File: src/shared/tovi_pkg.sv
// Constants for the timer overflow interrupt block.
// Assumes a 32-bit APB slave with one aligned word per register.
package tovi_pkg;
	// ----------------------------------------
	// Register indices (byte address = 4 * index)
	// ----------------------------------------
	localparam logic [7:0] IDX_TIMER_COUNT = 8'h01;
	localparam logic [7:0] IDX_INTCTL      = 8'h0B;
	localparam logic [7:0] IDX_OPTION      = 8'h81;
	localparam logic [7:0] IDX_PORTA_DIR   = 8'h85;
	localparam logic [7:0] IDX_CTRL        = 8'hC0;
	localparam logic [7:0] IDX_IRQ_STATUS  = 8'hC1;
	localparam logic [7:0] IDX_IRQ_MASK    = 8'hC2;
	localparam int         ADDR_W          = 12;
	// ----------------------------------------
	// Interrupt control bit positions
	// ----------------------------------------
	localparam int BIT_GLOBAL_EN  = 7;
	localparam int BIT_TOVF_EN    = 5;
	localparam int BIT_TOVF_FLAG  = 2;
	// ----------------------------------------
	// Option bit positions
	// ----------------------------------------
	localparam int BIT_PULLUP_DIS = 7;
	localparam int BIT_CLK_SOURCE = 5;
	localparam int BIT_SRC_EDGE   = 4;
	localparam int BIT_PS_ASSIGN  = 3;
	localparam int PS_RATE_MSB    = 2;
	// ----------------------------------------
	// Own control and event bits
	// ----------------------------------------
	localparam int BIT_SLEEP      = 0;
	localparam int EVT_OVERFLOW   = 0;
	localparam int EVT_WD_TICK    = 1;
	localparam int EVT_W          = 2;
	// ----------------------------------------
	// Reset values
	// ----------------------------------------
	localparam logic [7:0] RST_TIMER_COUNT = 8'h00;
	localparam logic [7:0] RST_INTCTL      = 8'h00;
	localparam logic [7:0] RST_OPTION      = 8'hFF;
	localparam logic [4:0] RST_PORTA_DIR   = 5'h1F;
	localparam logic [7:0] RST_CTRL        = 8'h00;
	localparam logic [31:0] RD_ZERO        = 32'h0000_0000;
endpackage

File: src/core/tovi_prescaler.sv
// Shared prescaler: divides an event stream by 2**rate_exp.
// Assumes the owner clears it whenever its assignment changes.
`timescale 1ns/1ps
module tovi_prescaler #(
	parameter int CNT_W = 8                 // Counter width
) (
	input  wire logic       clk,           // Core clock
	input  wire logic       rst_n,         // Synchronous reset, low
	input  wire logic       clr,           // Clear the count
	input  wire logic       event_in,      // One event to count
	input  wire logic [3:0] rate_exp,      // Divide by 2**rate_exp
	output logic            tick           // One pulse per period
);
	logic [CNT_W-1:0] cnt_reg;
	logic [CNT_W-1:0] mask;

	if (CNT_W < 1 || CNT_W > 15) begin : g_chk
		$error("tovi_prescaler: CNT_W out of range");
	end

	assign mask = CNT_W'(({{CNT_W{1'b0}}, 1'b1} << rate_exp) - 1'b1);
	// A clear restarts the division, so a stale count never leaks a tick
	assign tick = event_in && !clr && ((cnt_reg & mask) == mask);

	always_ff @(posedge clk) begin
		if (!rst_n || clr) begin
			cnt_reg <= '0;
		end else if (event_in) begin
			cnt_reg <= tick ? '0 : cnt_reg + 1'b1;
		end
	end
endmodule

File: src/core/tovi_timer.sv
// Free-running up-counter with software load and wrap detection.
// Assumes inc is a one-cycle pulse per count.
`timescale 1ns/1ps
module tovi_timer #(
	parameter int CNT_W = 8                 // Counter width
) (
	input  wire logic             clk,     // Core clock
	input  wire logic             rst_n,   // Synchronous reset, low
	input  wire logic             load,    // Software write
	input  wire logic [CNT_W-1:0] load_val,// Value written
	input  wire logic             inc,     // Count one
	output logic      [CNT_W-1:0] count,   // Current count
	output logic                  wrap     // Max to zero this cycle
);
	import tovi_pkg::*;

	if (CNT_W != 8) begin : g_chk
		$error("tovi_timer: register map is 8 bits wide");
	end

	assign wrap = inc && !load && (count == {CNT_W{1'b1}});

	always_ff @(posedge clk) begin
		if (!rst_n) begin
			count <= RST_TIMER_COUNT;
		end else if (load) begin
			count <= load_val;
		end else if (inc) begin
			count <= count + 1'b1;
		end
	end
endmodule

File: src/core/tovi_top.sv
// Timer overflow interrupt block with APB register access.
// Assumes synchronous inputs and a single core clock.
//
// What this block does
// - Prescaler assignment switches live, no reset needed
// - Count wrap to zero sets overflow flag
// - Overflow enable clear suppresses the request
// - Timer halts during sleep, never wakes core
// - Unimplemented bits read back as zero
// - Flags set regardless of any enable
// - Global enable gates TIMER_IRQ only, not IRQ, cleared on reset
//
// The implementer's own choice: the APB register port.
`timescale 1ns/1ps
module tovi_top
	import tovi_pkg::*;
(
	input  wire logic                 CLOCK,         // Core clock
	input  wire logic                 RST_N,         // Sync reset
	input  wire logic                 PSEL,          // APB select
	input  wire logic                 PENABLE,       // APB enable
	input  wire logic                 PWRITE,        // APB direction
	input  wire logic [tovi_pkg::ADDR_W-1:0] PADDR,  // APB address
	input  wire logic [31:0]          PWDATA,        // APB write data
	input  wire logic [3:0]           PSTRB,         // APB strobes
	input  wire logic                 TIMER_CLK_IN,  // External count
	input  wire logic                 WATCHDOG_TICK_IN, // Wd source
	output logic                      PREADY,        // APB ready
	output logic [31:0]               PRDATA,        // APB read data
	output logic                      PSLVERR,       // APB error
	output logic                      TIMER_IRQ,     // Core request
	output logic                      IRQ,           // Status irq
	output logic                      WATCHDOG_TICK_OUT, // To watchdog
	output logic                      PORT_PULLUP_DISABLE, // Pullups
	output logic [4:0]                PORTA_DIRECTION  // Pin dirs
);
	// ----------------------------------------
	// Declarations
	// ----------------------------------------
	typedef enum logic [1:0] {
		TOVI_IDLE,
		TOVI_ANSWER
	} tovi_bus_e;

	tovi_bus_e        bus_state_reg;
	logic [7:0]       intctl_reg;
	logic [7:0]       option_reg;
	logic [4:0]       porta_dir_reg;
	logic [7:0]       ctrl_reg;
	logic [EVT_W-1:0] irq_status_reg;
	logic [EVT_W-1:0] irq_mask_reg;
	logic             ext_clk_reg;
	logic             pready_reg;
	logic             pslverr_reg;
	logic [31:0]      prdata_reg;
	logic             timer_irq_reg;
	logic             irq_reg;
	logic             wd_tick_reg;
	logic             ps_assign_reg;
	logic [31:0]      prdata_next;
	logic             pslverr_next;
	logic [7:0]       timer_count;
	logic             timer_wrap;
	logic             ext_edge;
	logic             count_event;
	logic             ps_event;
	logic             ps_tick;
	logic [3:0]       ps_exp;
	logic             timer_inc;
	logic             to_timer;
	logic             sleeping;
	logic             setup;
	logic             wr_take;
	logic             wr_timer;
	logic             wr_intctl;
	logic             wr_option;
	logic             wr_porta;
	logic             wr_ctrl;
	logic             wr_status;
	logic             wr_mask;
	logic [EVT_W-1:0] evt_set;

	// Word index of an aligned address; misaligned gives no match
	function automatic logic [8:0] reg_index(
		input logic [ADDR_W-1:0] addr
	);
		reg_index = (addr[1:0] == 2'b00) ? {1'b0, addr[9:2]} : 9'h100;
	endfunction

	// True when an address hits the given register
	function automatic logic hit(
		input logic [ADDR_W-1:0] addr,
		input logic [7:0]        idx
	);
		hit = (reg_index(addr) == {1'b0, idx}) && (addr[ADDR_W-1:10] == '0);
	endfunction

	// ----------------------------------------
	// Bus access decode
	// ----------------------------------------
	assign setup   = PSEL && !PENABLE;
	assign wr_take = PSEL && PENABLE && PWRITE && pready_reg && !pslverr_reg
		&& PSTRB[0];

	assign wr_timer  = wr_take && hit(PADDR, IDX_TIMER_COUNT);
	assign wr_intctl = wr_take && hit(PADDR, IDX_INTCTL);
	assign wr_option = wr_take && hit(PADDR, IDX_OPTION);
	assign wr_porta  = wr_take && hit(PADDR, IDX_PORTA_DIR);
	assign wr_ctrl   = wr_take && hit(PADDR, IDX_CTRL);
	assign wr_status = wr_take && hit(PADDR, IDX_IRQ_STATUS);
	assign wr_mask   = wr_take && hit(PADDR, IDX_IRQ_MASK);

	// Narrow registers sit in the low bits; all else reads zero
	always_comb begin
		prdata_next  = RD_ZERO;
		pslverr_next = 1'b0;
		if (hit(PADDR, IDX_TIMER_COUNT)) begin
			prdata_next = {24'h000000, timer_count};
		end else if (hit(PADDR, IDX_INTCTL)) begin
			prdata_next = {24'h000000, intctl_reg};
		end else if (hit(PADDR, IDX_OPTION)) begin
			prdata_next = {24'h000000, option_reg};
		end else if (hit(PADDR, IDX_PORTA_DIR)) begin
			prdata_next = {27'h0000000, porta_dir_reg};
		end else if (hit(PADDR, IDX_CTRL)) begin
			prdata_next = {24'h000000, ctrl_reg};
		end else if (hit(PADDR, IDX_IRQ_STATUS)) begin
			prdata_next = {30'h00000000, irq_status_reg};
		end else if (hit(PADDR, IDX_IRQ_MASK)) begin
			prdata_next = {30'h00000000, irq_mask_reg};
		end else begin
			pslverr_next = 1'b1;
		end
		if (PWRITE) begin
			prdata_next = RD_ZERO;
		end
	end

	// ----------------------------------------
	// APB slave: answer one cycle after setup
	// ----------------------------------------
	always_ff @(posedge CLOCK) begin
		if (!RST_N) begin
			bus_state_reg <= TOVI_IDLE;
			pready_reg    <= 1'b0;
			pslverr_reg   <= 1'b0;
			prdata_reg    <= RD_ZERO;
		end else begin
			case (bus_state_reg)
				TOVI_IDLE: begin
					if (setup) begin
						bus_state_reg <= TOVI_ANSWER;
						pready_reg    <= 1'b1;
						pslverr_reg   <= pslverr_next;
						prdata_reg    <= prdata_next;
					end
				end
				TOVI_ANSWER: begin
					bus_state_reg <= TOVI_IDLE;
					pready_reg    <= 1'b0;
					pslverr_reg   <= 1'b0;
					prdata_reg    <= RD_ZERO;
				end
				default: begin
					bus_state_reg <= TOVI_IDLE;
					pready_reg    <= 1'b0;
				end
			endcase
		end
	end

	// ----------------------------------------
	// Configuration registers
	// ----------------------------------------
	always_ff @(posedge CLOCK) begin
		if (!RST_N) begin
			option_reg <= RST_OPTION;
		end else if (wr_option) begin
			option_reg <= PWDATA[7:0];
		end
	end

	always_ff @(posedge CLOCK) begin
		if (!RST_N) begin
			porta_dir_reg <= RST_PORTA_DIR;
		end else if (wr_porta) begin
			porta_dir_reg <= PWDATA[4:0];
		end
	end

	always_ff @(posedge CLOCK) begin
		if (!RST_N) begin
			ctrl_reg <= RST_CTRL;
		end else if (wr_ctrl) begin
			ctrl_reg <= {7'h00, PWDATA[BIT_SLEEP]};
		end
	end

	always_ff @(posedge CLOCK) begin
		if (!RST_N) begin
			irq_mask_reg <= '0;
		end else if (wr_mask) begin
			irq_mask_reg <= PWDATA[EVT_W-1:0];
		end
	end

	// ----------------------------------------
	// Count source and prescaler routing
	// ----------------------------------------
	assign sleeping = ctrl_reg[BIT_SLEEP];
	assign to_timer = !option_reg[BIT_PS_ASSIGN];

	// Edge on the external input, polarity from the option register
	always_ff @(posedge CLOCK) begin
		if (!RST_N) begin
			ext_clk_reg <= 1'b0;
		end else begin
			ext_clk_reg <= TIMER_CLK_IN;
		end
	end

	assign ext_edge = option_reg[BIT_SRC_EDGE] ? (ext_clk_reg && !TIMER_CLK_IN)
		: (!ext_clk_reg && TIMER_CLK_IN);

	// Sleep freezes every timer source so no wrap can occur
	assign count_event = !sleeping && (option_reg[BIT_CLK_SOURCE] ? ext_edge
		: 1'b1);

	// Timer side divides by 2**(rate+1), watchdog side by 2**rate
	assign ps_event = to_timer ? count_event : WATCHDOG_TICK_IN;
	assign ps_exp   = to_timer ? {1'b0, option_reg[PS_RATE_MSB:0]} + 4'h1
		: {1'b0, option_reg[PS_RATE_MSB:0]};
	assign timer_inc = to_timer ? ps_tick : count_event;

	// Track the assignment so a switch restarts the division cleanly
	always_ff @(posedge CLOCK) begin
		if (!RST_N) begin
			ps_assign_reg <= RST_OPTION[BIT_PS_ASSIGN];
		end else begin
			ps_assign_reg <= option_reg[BIT_PS_ASSIGN];
		end
	end

	// A timer write also clears a timer-owned prescaler
	tovi_prescaler #(
		.CNT_W    (8)
	) u_prescaler (
		.clk      (CLOCK),
		.rst_n    (RST_N),
		.clr      ((ps_assign_reg != option_reg[BIT_PS_ASSIGN])
			|| (wr_timer && to_timer)),
		.event_in (ps_event),
		.rate_exp (ps_exp),
		.tick     (ps_tick)
	);

	// Watchdog path keeps running while asleep; it is not gated
	always_ff @(posedge CLOCK) begin
		if (!RST_N) begin
			wd_tick_reg <= 1'b0;
		end else begin
			wd_tick_reg <= to_timer ? WATCHDOG_TICK_IN : ps_tick;
		end
	end

	// ----------------------------------------
	// Timer count
	// ----------------------------------------
	tovi_timer #(
		.CNT_W    (8)
	) u_timer (
		.clk      (CLOCK),
		.rst_n    (RST_N),
		.load     (wr_timer),
		.load_val (PWDATA[7:0]),
		.inc      (timer_inc),
		.count    (timer_count),
		.wrap     (timer_wrap)
	);

	// ----------------------------------------
	// Interrupt control register
	// ----------------------------------------
	// Only the overflow flag is set by hardware; the set beats a
	// software clear in the same cycle so no wrap is lost.
	always_ff @(posedge CLOCK) begin
		if (!RST_N) begin
			intctl_reg <= RST_INTCTL;
		end else begin
			if (wr_intctl) begin
				intctl_reg <= PWDATA[7:0];
			end
			if (timer_wrap) begin
				intctl_reg[BIT_TOVF_FLAG] <= 1'b1;
			end
		end
	end

	// Request to the core, registered to keep outputs glitch free
	always_ff @(posedge CLOCK) begin
		if (!RST_N) begin
			timer_irq_reg <= 1'b0;
		end else begin
			timer_irq_reg <= intctl_reg[BIT_TOVF_FLAG]
				&& intctl_reg[BIT_TOVF_EN]
				&& intctl_reg[BIT_GLOBAL_EN];
		end
	end

	// ----------------------------------------
	// Sticky status and its interrupt line
	// ----------------------------------------
	always_comb begin
		evt_set = '0;
		evt_set[EVT_OVERFLOW] = timer_wrap;
		evt_set[EVT_WD_TICK]  = !to_timer && ps_tick;
	end

	// Write one to clear; a new event in the same cycle wins
	always_ff @(posedge CLOCK) begin
		if (!RST_N) begin
			irq_status_reg <= '0;
		end else if (wr_status) begin
			irq_status_reg <= (irq_status_reg & ~PWDATA[EVT_W-1:0]) | evt_set;
		end else begin
			irq_status_reg <= irq_status_reg | evt_set;
		end
	end

	always_ff @(posedge CLOCK) begin
		if (!RST_N) begin
			irq_reg <= 1'b0;
		end else begin
			irq_reg <= |(irq_status_reg & irq_mask_reg);
		end
	end

	// ----------------------------------------
	// Outputs
	// ----------------------------------------
	assign PREADY              = pready_reg;
	assign PRDATA              = prdata_reg;
	assign PSLVERR             = pslverr_reg;
	assign TIMER_IRQ           = timer_irq_reg;
	assign IRQ                 = irq_reg;
	assign WATCHDOG_TICK_OUT   = wd_tick_reg;
	assign PORT_PULLUP_DISABLE = option_reg[BIT_PULLUP_DIS];
	assign PORTA_DIRECTION     = porta_dir_reg;
endmodule

File: config.mk
export PLATFORM = sky130hd
export DESIGN_NAME = tovi_top
export DESIGN_NICKNAME = d
export VERILOG_FILES = /design/src/shared/tovi_pkg.sv /design/src/core/tovi_prescaler.sv /design/src/core/tovi_timer.sv /design/src/core/tovi_top.sv
export SDC_FILE = /design/constraint.sdc
export NUM_CORES = 1
export LEC_CHECK = 0
export BUFFER_PORTS_ARGS = -buffer_cell sky130_fd_sc_hd__buf_2
export CORE_ASPECT_RATIO = 0.5
export CORE_MARGIN = 2
export CORE_UTILIZATION = 50
export CTS_BUF_LIST = sky130_fd_sc_hd__clkbuf_2
export CTS_CLUSTER_SIZE = 12
export DETAILED_ROUTE_END_ITERATION = 10
export PLACE_DENSITY = 0.89
export SYNTH_ARGS = -nofsm -noshare
export SYNTH_HDL_FRONTEND = slang
export SYNTH_SLANG_ARGS = --single-unit
File: constraint.sdc
create_clock -name CLOCK -period 6.04 [get_ports CLOCK]
set_input_delay 0.604 -clock CLOCK [delete_from_list [all_inputs] [get_ports CLOCK]]
set_output_delay 0.604 -clock CLOCK [all_outputs]
set_load 0.05 [all_outputs]
==> metrics.md, run 1 <==
| Metric | Value |
|---|---|
| Initial antenna violation count | `0` |
| Nets | `505` |
| Met1 GRT Util | `30.2%` |
| Synth area leader | `dfxtp_1` |
| Yosys warnings | `0` |
| CP Data Required Time | `6400 ps` |
| Largest net degree at the start of global routing | `57` |
| Setup TNS | `0 ps` |
| M2 GR Usage | `36.4%` |
| Grt total ovfl | `0` |
| Final Util | `54.7%` |
| Number of buffers and inverters on the critical path | `2` |
| Period utilization | `57.3%` |
| Layout cell share with drive strength beyond 1 | `16.7%` |
| Row count | `21` |
| Clock sink count | `57` |
| FFs w/ async S/R, synth | `0%` |
| TritonCTS clock tree | `built` |
| Worst-path cell chain | `inv_1 -> nor3_1 -> a22o_1 -> inv_1 -> ha_1 -> o22a_1 -> o2111a_1 -> o2111ai_4 -> o31ai_4 -> mux2i_1 -> a211oi_2` |
| Crit start category | `flip-flop` |
| Initial core utilization | `51.3%` |
| Slew HR | `15.6%` |
| Total CTS buffers | `9` |
| Total global-route track usage | `22.9%` |
| Most used cell, CP | `inv_1` |
| CP delay by family, top | `compound AO/OA/AOI/OAI gates` |
| Synth Area per Inst | `8.23 um2` |
| Crit-path max cell delay | `900 ps` |
| Clk root buf | `clkbuf_2` |
| CTS H-tree lvls | `3` |
| Vias per Instance | `5.81` |
| Worst Setup Path Type | `flip-flop to flip-flop` |
| Multi-input combinational cell area | `2010 um2` |
| Residual DRC | `0` |
| Fmax | `289 MHz` |
| Wire length per cell | `15.0 um` |
| Unique masters post-synth | `69` |
| Worst VDD drop | `0.0972 mV` |
| Chip Width | `121 um` |
| Post-synth top area share | `33.6%` |
| Hpwl dp | `5880 um` |
| Post-cts resize count | `0` |
| # Post-CTS Setup Buffers | `0` |
| Slowest-stage cell, CP | `dfxtp_1` |
| Hold Crit Start | `PWDATA[6]` |
| Core area | `6620 um2` |
| WL final | `8120 um` |
| # Max-Cap Violations | `0` |
| Filler Cell Count | `603` |
| Post-synthesis sequential area ratio | `33.6%` |
| First-pass GRT wire length | `13,900 um` |
| IO Count | `98` |
| Leakage | `1.45 nW` |
| Outcome | `finished clean` |
| Clock Skew | `27.2 ps` |
| First DRT Iteration DRCs | `375` |
| Met3 Use GR | `5.15%` |
| Vias | `3,151` |
| Worst reg2reg startpoint | `option_reg[3]$_SDFFE_PN1P_` |
| Diode count | `0` |
| Worst slew pin tran | `1250 ps` |
| Count of pins over their slew limit | `0` |
| Syn Inst Count | `413` |
| Critical path launch point | `option_reg[3]$_SDFFE_PN1P_` |
| Global placer's final weighted congestion | `1.00` |
| Area grow syn2layout | `6.51%` |
| Number of synthesized flops with an enable pin | `0` |
| Mapped Area | `3400 um2` |
| Final Critical Period | `3460 ps` |
| Reg clk slew, reported paths | `160 ps` |
| Worst skew pair latency | `470 ps` |
| Synth area leaders | `dfxtp_1, nand2_1, nand3_1` |
| Top Usage Layer GRT | `met2` |
| Setup violators final | `0` |
| Yosys reg bits | `57` |
| RSZ-0062 raised after global routing | `false` |
| Pwr dens | `179 nW/um2` |
| Worst EP arrival | `3820 ps` |
| Class of the tightest hold or removal check | `input port to flip-flop` |
| Die height | `62.3 um` |
| Critical path peak fanout | `21` |
| CTS Hold Bufs | `0` |
| Vias in the first global route | `2,841` |
| PortBufs | `46` |
| Seq. cell area | `1140 um2` |
| Router iterations before antenna repair | `5` |
| Die area | `7510 um2` |
| Post-route ant nets | `0` |
| Final Hold Violating Endpoints | `0` |
| Crit. End Element | `flip-flop` |
| Bufs on Longest Clock Path | `2` |
| Dominant synthesized flop cell | `dfxtp_1` |
==> power by group <==
part | switching (mW) | leakage, nW | internal (mW)
Combinational | 0.0609 | 0.938 | 0.0160
Clock | 0.135 | 0.0552 | 0.0527
Sequential | 0.00371 | 0.461 | 0.379
Total | 0.199 | 1.45 | 0.447
==> area by class of cell <==
class	count	area share, %
multi-input combinational	320	55.5
inverter	11	1.14
clock buffer	11	1.52
timing repair buffer	47	6.57
clock inverter	4	0.587
tap	92	3.18
sequential	57	31.5
==> cell usage after synthesis, types with 3 or more instances <==
cell type	number
nand2_1	64
dfxtp_1	57
nand3_1	39
buf_4	24
nor2_1	21
clkbuf_1	14
nand4_1	14
o21ai_0	14
a21boi_0	11
inv_1	11
and2_1	10
mux2i_1	9
o211ai_1	8
a21oi_1	6
nor2b_1	6
a221oi_1	5
a22o_1	5
buf_2	5
xor2_1	5
a222oi_1	4
and3_1	4
ha_1	4
a311oi_1	3
a31oi_1	3
buf_6	3
nand2b_1	3
nand3b_1	3
nand4b_1	3
nor3_1	3
nor3b_1	3
nor4_1	3
==> routing by layer <==
layer	share of wire (%)	wire length, um
met1	44	3570
met2	45	3680
met3	7.9	643
met4	2.7	222
met5	0	0
==> placed cells by master, fill, tap and decap left out, drive strengths merged, types with 3 or more instances in the layout <==
| cell | n |
|---|---|
| nand2 | 64 |
| dfxtp | 57 |
| buf | 47 |
| nand3 | 39 |
| conb | 24 |
| nor2 | 21 |
| o21ai | 15 |
| nand4 | 14 |
| inv | 11 |
| a21boi | 11 |
| clkbuf | 11 |
| and2 | 11 |
| mux2i | 10 |
| o211ai | 8 |
| nor2b | 7 |
| a21oi | 6 |
| nor4 | 6 |
| a22o | 5 |
| xor2 | 5 |
| a221oi | 5 |
| and3 | 4 |
| a222oi | 4 |
| ha | 4 |
| nor3 | 3 |
| a31oi | 3 |
| nand3b | 3 |
| nand2b | 3 |
| nand4b | 3 |
| a311oi | 3 |
| nor3b | 3 |
| o2111ai | 3 |
| clkinv | 3 |
==> metrics by stage <==
step / hold slack [ps] / setup slack (ps) / cell area [um2] / power, mW / instances
floorplan: 438 / 3170 / 3490 / 0.457 / 436
global placement: 452 / 2740 / 3540 / 0.465 / 527
detailed placement: 461 / 2650 / 3540 / 0.466 / 527
CTS: 355 / 2640 / 3620 / 0.647 / 542
global route: 351 / 2320 / 3620 / 0.672 / 542
finish: 380 / 2580 / 3620 / 0.647 / 542
==> cell families (layout without fill, tap and decap cells) <==
logic type                 after synthesis  after routing  synth area share [%]
and+or+nand+nor                        190            190                  29.5
AOI/OAI and AO/OA                       84             84                  19.9
buffers and inverters                   59             73                  10.0
DFF                                     57             57                  33.6
muxes                                   11             11                  3.64
xor gates and xnor gates                 7              7                  1.80
adders and majority gates                4              4                  1.47
other                                    1             24                 0.110
==> worst min-delay path, cell delays in order <==
cell and delay (ps):
buf_2 100, nand2_1 50, nand3_1 70
==> worst paths after layout <==
| kind | end | cells past startpoint | slack [ps] |
|---|---|---|---|
| worst min-delay path | option_reg[6]$_SDFFE_PN1P_ | 3 | 380 |
| worst max register to register | u_timer.count[3]$_SDFFE_PN0P_ | 11 | 2580 |
| worst min register to register | intctl_reg[0]$_SDFFE_PN0P_ | 2 | 480 |
| worst max-delay path | u_timer.count[3]$_SDFFE_PN0P_ | 11 | 2580 |
Note: power is estimated with default switching activity, not from simulation.
==> run 2: changes to the inputs <==
Settings changed: CORE_UTILIZATION 50 to 49, PLACE_DENSITY 0.89 to 0.91.
Clock period 6.04 ns to 3.1 ns, I/O delays scaled along.
==> run 2 against run 1 <==
  * Register-to-register slack worse by 2400 ps
  * Global-route usage increased by 1.4 points
  * Sequential share of layout area is 1.5 points lower
  * Setup slack lost 2400 ps
  * Wire length rose by 9.4%
  * Via count up 6.4%
  * Cell area is 5.0% higher
  * Non-clock buffer count grew 14
  * Die area up 1.9%
  * Critical path type unchanged
  * Largest power group unchanged
==> metrics.md, run 2 (synthesis gave the netlist of run 1 again) <==
| Metric | Value |
|---|---|
| Outcome | `finished clean` |
| Filler Cell Count | `577 (-4.3%)` |
| Period utilization | `94.5% (+37 points)` |
| CTS H-tree lvls | `3 (unchanged)` |
| Post-route ant nets | `0 (unchanged)` |
| Layout cell share with drive strength beyond 1 | `19.6% (+2.9 points)` |
| Clk root buf | `clkbuf_2` |
| Largest net degree at the start of global routing | `30 (-47%)` |
| Worst VDD drop | `0.211 mV (+120%)` |
| Die area | `7660 um2 (+1.9%)` |
| Worst EP arrival | `3350 ps (-470 ps)` |
| Clock Skew | `30.6 ps (+3.34 ps)` |
| Hpwl dp | `6370 um (+8.2%)` |
| RSZ-0062 raised after global routing | `false` |
| Router iterations before antenna repair | `6 (+1)` |
| TritonCTS clock tree | `built` |
| Worst slew pin tran | `664 ps (-585 ps)` |
| Hold Crit Start | `PWDATA[6]` |
| Total global-route track usage | `24.3% (+1.4 points)` |
| First DRT Iteration DRCs | `508 (+35%)` |
| Slew HR | `55.4% (+40 points)` |
| Worst skew pair latency | `510 ps (+40 ps)` |
| Residual DRC | `0 (unchanged)` |
| Class of the tightest hold or removal check | `input port to flip-flop` |
| PortBufs | `46 (unchanged)` |
| Core area | `6700 um2 (+1.2%)` |
| Final Critical Period | `2930 ps (-530 ps)` |
| Critical path peak fanout | `8 (-62%)` |
| Grt total ovfl | `0 (unchanged)` |
| Worst slack at placement | `3.10 ps (-2650 ps)` |
| Initial antenna violation count | `0 (unchanged)` |
| Global placer's final weighted congestion | `0.920 (-8.5%)` |
| Vias in the first global route | `3,141 (+11%)` |
| Total CTS buffers | `9 (unchanged)` |
| WL final | `8890 um (+9.4%)` |
| Bufs on Longest Clock Path | `2 (unchanged)` |
| Wire length per cell | `16.0 um (+6.4%)` |
| Initial core utilization | `50.7% (-0.60 points)` |
| First-pass GRT wire length | `14,700 um (+5.9%)` |
| Setup violators final | `0 (unchanged)` |
| Final Hold Violating Endpoints | `0 (unchanged)` |
| Crit. End Element | `flip-flop` |
| Worst Setup Path Type | `flip-flop to flip-flop` |
| Crit start category | `flip-flop` |
| Vias per Instance | `6.02 (+3.5%)` |
| Diode count | `0 (unchanged)` |
| Pwr dens | `384 nW/um2 (+110%)` |
| Clock sink count | `57 (unchanged)` |
| CP Data Required Time | `3520 ps (-2880 ps)` |
| # Max-Cap Violations | `0 (unchanged)` |
| Nets | `519 (+2.8%)` |
| Setup TNS | `0 ps (unchanged)` |
| Fmax | `341 MHz (+18%)` |
| Setup ws final | `169 ps (-2410 ps)` |
| Vias | `3,353 (+6.4%)` |
| Commonest non-fill, non-tap cell in the layout | `nand2_1` |
| IO Count | `98 (unchanged)` |
| Die height | `62.9 um (+0.95%)` |
| CTS Hold Bufs | `0 (unchanged)` |
| Count of pins over their slew limit | `0 (unchanged)` |
| Reg clk slew, reported paths | `180 ps (+20 ps)` |
| Worst reg2reg startpoint | `option_reg[0]$_SDFFE_PN1P_` |
| Row count | `21 (unchanged)` |
| Area grow syn2layout | `11.8%` |
| Chip Width | `122 um (+0.98%)` |
| Commonest cells after routing, fill and taps aside | `nand2_1, dfxtp_1, buf_2` |
| Leakage | `1.55 nW (+6.7%)` |
| Critical path launch point | `option_reg[0]$_SDFFE_PN1P_` |
==> run 2: area by class of cell <==
cell class              count  area [um2]  area share, %
inverters                  11        41.3           1.09
clock buffers              10        50.0           1.32
repair buffers             61         355           9.35
clock inverters             6        82.6           2.17
multi-input cells         320        2020           53.0
well taps                  92         115           3.03
flip-flops and latches     57        1140           30.0
==> run 2: worst paths after layout <==
| kind | to | slack (ps) | depth (start not counted) |
|---|---|---|---|
| hold reg to reg | intctl_reg[1]$_SDFFE_PN0P_ | 470 | 2 |
| setup / recovery | u_timer.count[3]$_SDFFE_PN0P_ | 170 | 12 |
| setup reg to reg | u_timer.count[3]$_SDFFE_PN0P_ | 170 | 12 |
| hold / removal | option_reg[6]$_SDFFE_PN1P_ | 50 | 3 |
==> run 2: critical path: stages, from the launching register on <==
cell and delay, ps:
dfxtp_1 340, ha_1 230, or2_2 300, a2111oi_2 320, a21oi_1 80, ha_1 250
and4b_1 220, mux2i_4 170, o2111ai_4 190, o31ai_4 250, buf_12 160, mux2i_1 240
a211oi_2 90
==> run 2: through the flow <==
step / instances / instance area [um2] / hold WS, ps / power [mW] / utilization, %
finish: 557 / 3800 / 45.6 / 1.46 / 56.7
floorplan: 436 / 3490 / 432 / 0.891 / -
global placement: 540 / 3640 / 451 / 0.908 / 54.4
CTS: 557 / 3790 / 22.3 / 1.45 / 56.6
detailed placement: 540 / 3640 / 455 / 0.910 / 54.4
global route: 557 / 3800 / 31.1 / 1.51 / 56.7
==> run 2: timing repair <==
item	CTS	global route
pin swaps	1	1
buffers inserted	1	0
endpoints found under the setup margin	1	9
resized for setup	0	2
cloned	0	0
==> run 2: report_power, final <==
group	internal, mW	switching, mW	total [mW]
Clock	0.267	0.292	0.558
Sequential	0.738	0.00751	0.746
Combinational	0.0334	0.122	0.155
Total	1.04	0.421	1.46
==> run 2: routing by layer <==
layer / GRT usage [%] / vias to the layer above / routed length [um]
met1: 29.3 / 1581 / 3570
met4: 9.48 / 0 / 266
met3: 7.30 / 39 / 802
met5: 0 / - / 0
met2: 40.6 / 174 / 4250
li1: - / 1559 / -
==> run 3: changes to the inputs <==
Settings changed: GPL_TIMING_DRIVEN set to 1, REMOVE_ABC_BUFFERS set to 1.
==> run 3 against run 2 <==
  * Total power shrank 0.84%
  * Count of clock-buffer cells in the layout down 1
  * Combinational power is essentially flat
==> metrics.md, run 3 (synthesis gave the netlist of run 1 again) <==
| Metric | Value |
|---|---|
| Multi-input combinational cell area | `2030 um2 (+0.50%)` |
| Period utilization | `96.4% (+1.8 points)` |
| Vias | `3,343 (-0.30%)` |
| Pwr dens | `381 nW/um2 (-0.84%)` |
| Final Hold Violating Endpoints | `0 (unchanged)` |
| Count of pins over their slew limit | `0 (unchanged)` |
| Grt total ovfl | `0 (unchanged)` |
| Row count | `21 (unchanged)` |
| # Max-Cap Violations | `0 (unchanged)` |
| Worst slack at placement | `124 ps (+121 ps)` |
| Setup ws final | `113 ps (-56.5 ps)` |
| First-pass GRT wire length | `13,800 um (-6.3%)` |
| Nets | `518 (-0.19%)` |
| Filler Cell Count | `575 (-0.35%)` |
| Critical path peak fanout | `8 (unchanged)` |
| Router iterations before antenna repair | `6 (unchanged)` |
| Final Util | `56.7% (unchanged)` |
| Slew HR | `57.8% (+2.4 points)` |
| Commonest cells after routing, fill and taps aside | `nand2_1, dfxtp_1, buf_2` |
| Layout cell share with drive strength beyond 1 | `19.4% (-0.17 points)` |
| Vias in the first global route | `2,947 (-6.2%)` |
| Fin area | `3800 um2 (unchanged)` |
| Die height | `62.9 um (unchanged)` |
| Leakage | `1.54 nW (-1.0%)` |
| Core area | `6700 um2 (unchanged)` |
| Clock sink count | `57 (unchanged)` |
| Worst VDD drop | `0.188 mV (-11%)` |
| Final Critical Period | `2990 ps (+56.5 ps)` |
| Outcome | `finished clean` |
| Residual DRC | `0 (unchanged)` |
| Commonest non-fill, non-tap cell in the layout | `nand2_1` |
| Post-route ant nets | `0 (unchanged)` |
| Cell Count, Final, Fillers Out | `556 (-0.18%)` |
| Crit start category | `flip-flop` |
| Dpl cell area | `3620 um2 (-0.62%)` |
| Worst EP arrival | `3400 ps (+50 ps)` |
| TritonCTS clock tree | `built` |
| Setup TNS | `0 ps (unchanged)` |
| PortBufs | `46 (unchanged)` |
| Wire length per cell | `15.2 um (-4.7%)` |
| Bufs on Longest Clock Path | `2 (unchanged)` |
| Reg clk slew, reported paths | `190 ps (about the same)` |
| Worst slew pin tran | `628 ps (-35.4 ps)` |
| Vias per Instance | `6.01 (-0.12%)` |
| Hold_ws | `53.9 ps (+8.30 ps)` |
| Worst Setup Path Type | `flip-flop to flip-flop` |
| Fmax | `335 MHz (-1.9%)` |
| Global placer's final weighted congestion | `0.902 (-1.9%)` |
| Setup violators final | `0 (unchanged)` |
| Area grow syn2layout | `11.8% (unchanged)` |
| Total CTS buffers | `9 (unchanged)` |
| DP Cell Count | `537 (-0.56%)` |
| Worst skew pair latency | `500 ps (about the same)` |
| Power Total | `1.45 mW (-0.84%)` |
| Initial core utilization | `50.7% (unchanged)` |
| Clk root buf | `clkbuf_2` |
| Largest net degree at the start of global routing | `36 (+20%)` |
| Clock Skew | `34.1 ps (+3.51 ps)` |
| Hpwl dp | `5930 um (-6.9%)` |
| Crit. End Element | `flip-flop` |
| First DRT Iteration DRCs | `429 (-16%)` |
| CTS H-tree lvls | `3 (unchanged)` |
| Initial antenna violation count | `0 (unchanged)` |
| Die area | `7660 um2 (unchanged)` |
| IO Count | `98 (unchanged)` |
| Seq. cell area | `1140 um2 (unchanged)` |
| Chip Width | `122 um (unchanged)` |
| CP Data Required Time | `3510 ps (about the same)` |
| WL final | `8450 um (-4.9%)` |
| Diode count | `0 (unchanged)` |
| Total global-route track usage | `22.5% (-1.8 points)` |
| Class of the tightest hold or removal check | `input port to flip-flop` |
==> run 3: area by class of cell <==
| class | instances | area share, % |
|---|---|---|
| tap | 92 | 3.03 |
| clock inverter | 7 | 2.24 |
| timing repair buffer | 60 | 9.15 |
| inverter | 11 | 1.09 |
| sequential | 57 | 30.0 |
| clock buffer | 9 | 1.18 |
| multi-input combinational | 320 | 53.3 |
==> run 3: power breakdown <==
group          leakage [nW]  switching [mW]  internal (mW)
sequential            0.461         0.00726          0.738
clock                0.0768           0.289          0.259
combinational         0.999           0.120         0.0336
total                  1.54           0.416           1.03
==> run 3: worst max-delay path, cell delays in order, from the launching register on <==
cell	delay [ps]
dfxtp_1	380
ha_1	170
buf_4	150
nand2_1	90
a2111oi_2	390
a21oi_1	120
ha_2	330
o22a_1	120
o2111a_1	220
o2111ai_4	170
o31ai_4	330
buf_12	170
mux2i_1	200
a211oi_2	80
==> run 3: worst paths after layout <==
kind	startpoint	endpoint	slack (ps)	cells after the start
worst max-delay path	option_reg[0]$_SDFFE_PN1P_	u_timer.count[3]$_SDFFE_PN0P_	110	13
worst min-delay path	PWDATA[6]	option_reg[6]$_SDFFE_PN1P_	50	3
worst max register to register	option_reg[0]$_SDFFE_PN1P_	u_timer.count[3]$_SDFFE_PN0P_	110	13
worst min register to register	PRDATA[3]$_SDFFE_PN0P_	PRDATA[3]$_SDFFE_PN0P_	480	2
==> run 3: per-layer routing <==
layer,track usage (%),wire (um)
met1,27.8,3430
met2,37.2,4040
met3,5.57,686
met4,9.77,297
met5,0,0
==> run 3: timing repair <==
| item | CTS | global route |
|---|---|---|
| gates resized for setup | 0 | 4 |
| hold endpoints to repair | 0 | 0 |
| setup endpoints to repair | 0 | 9 |
| hold buffers | 0 | 0 |
| setup buffers | 0 | 3 |
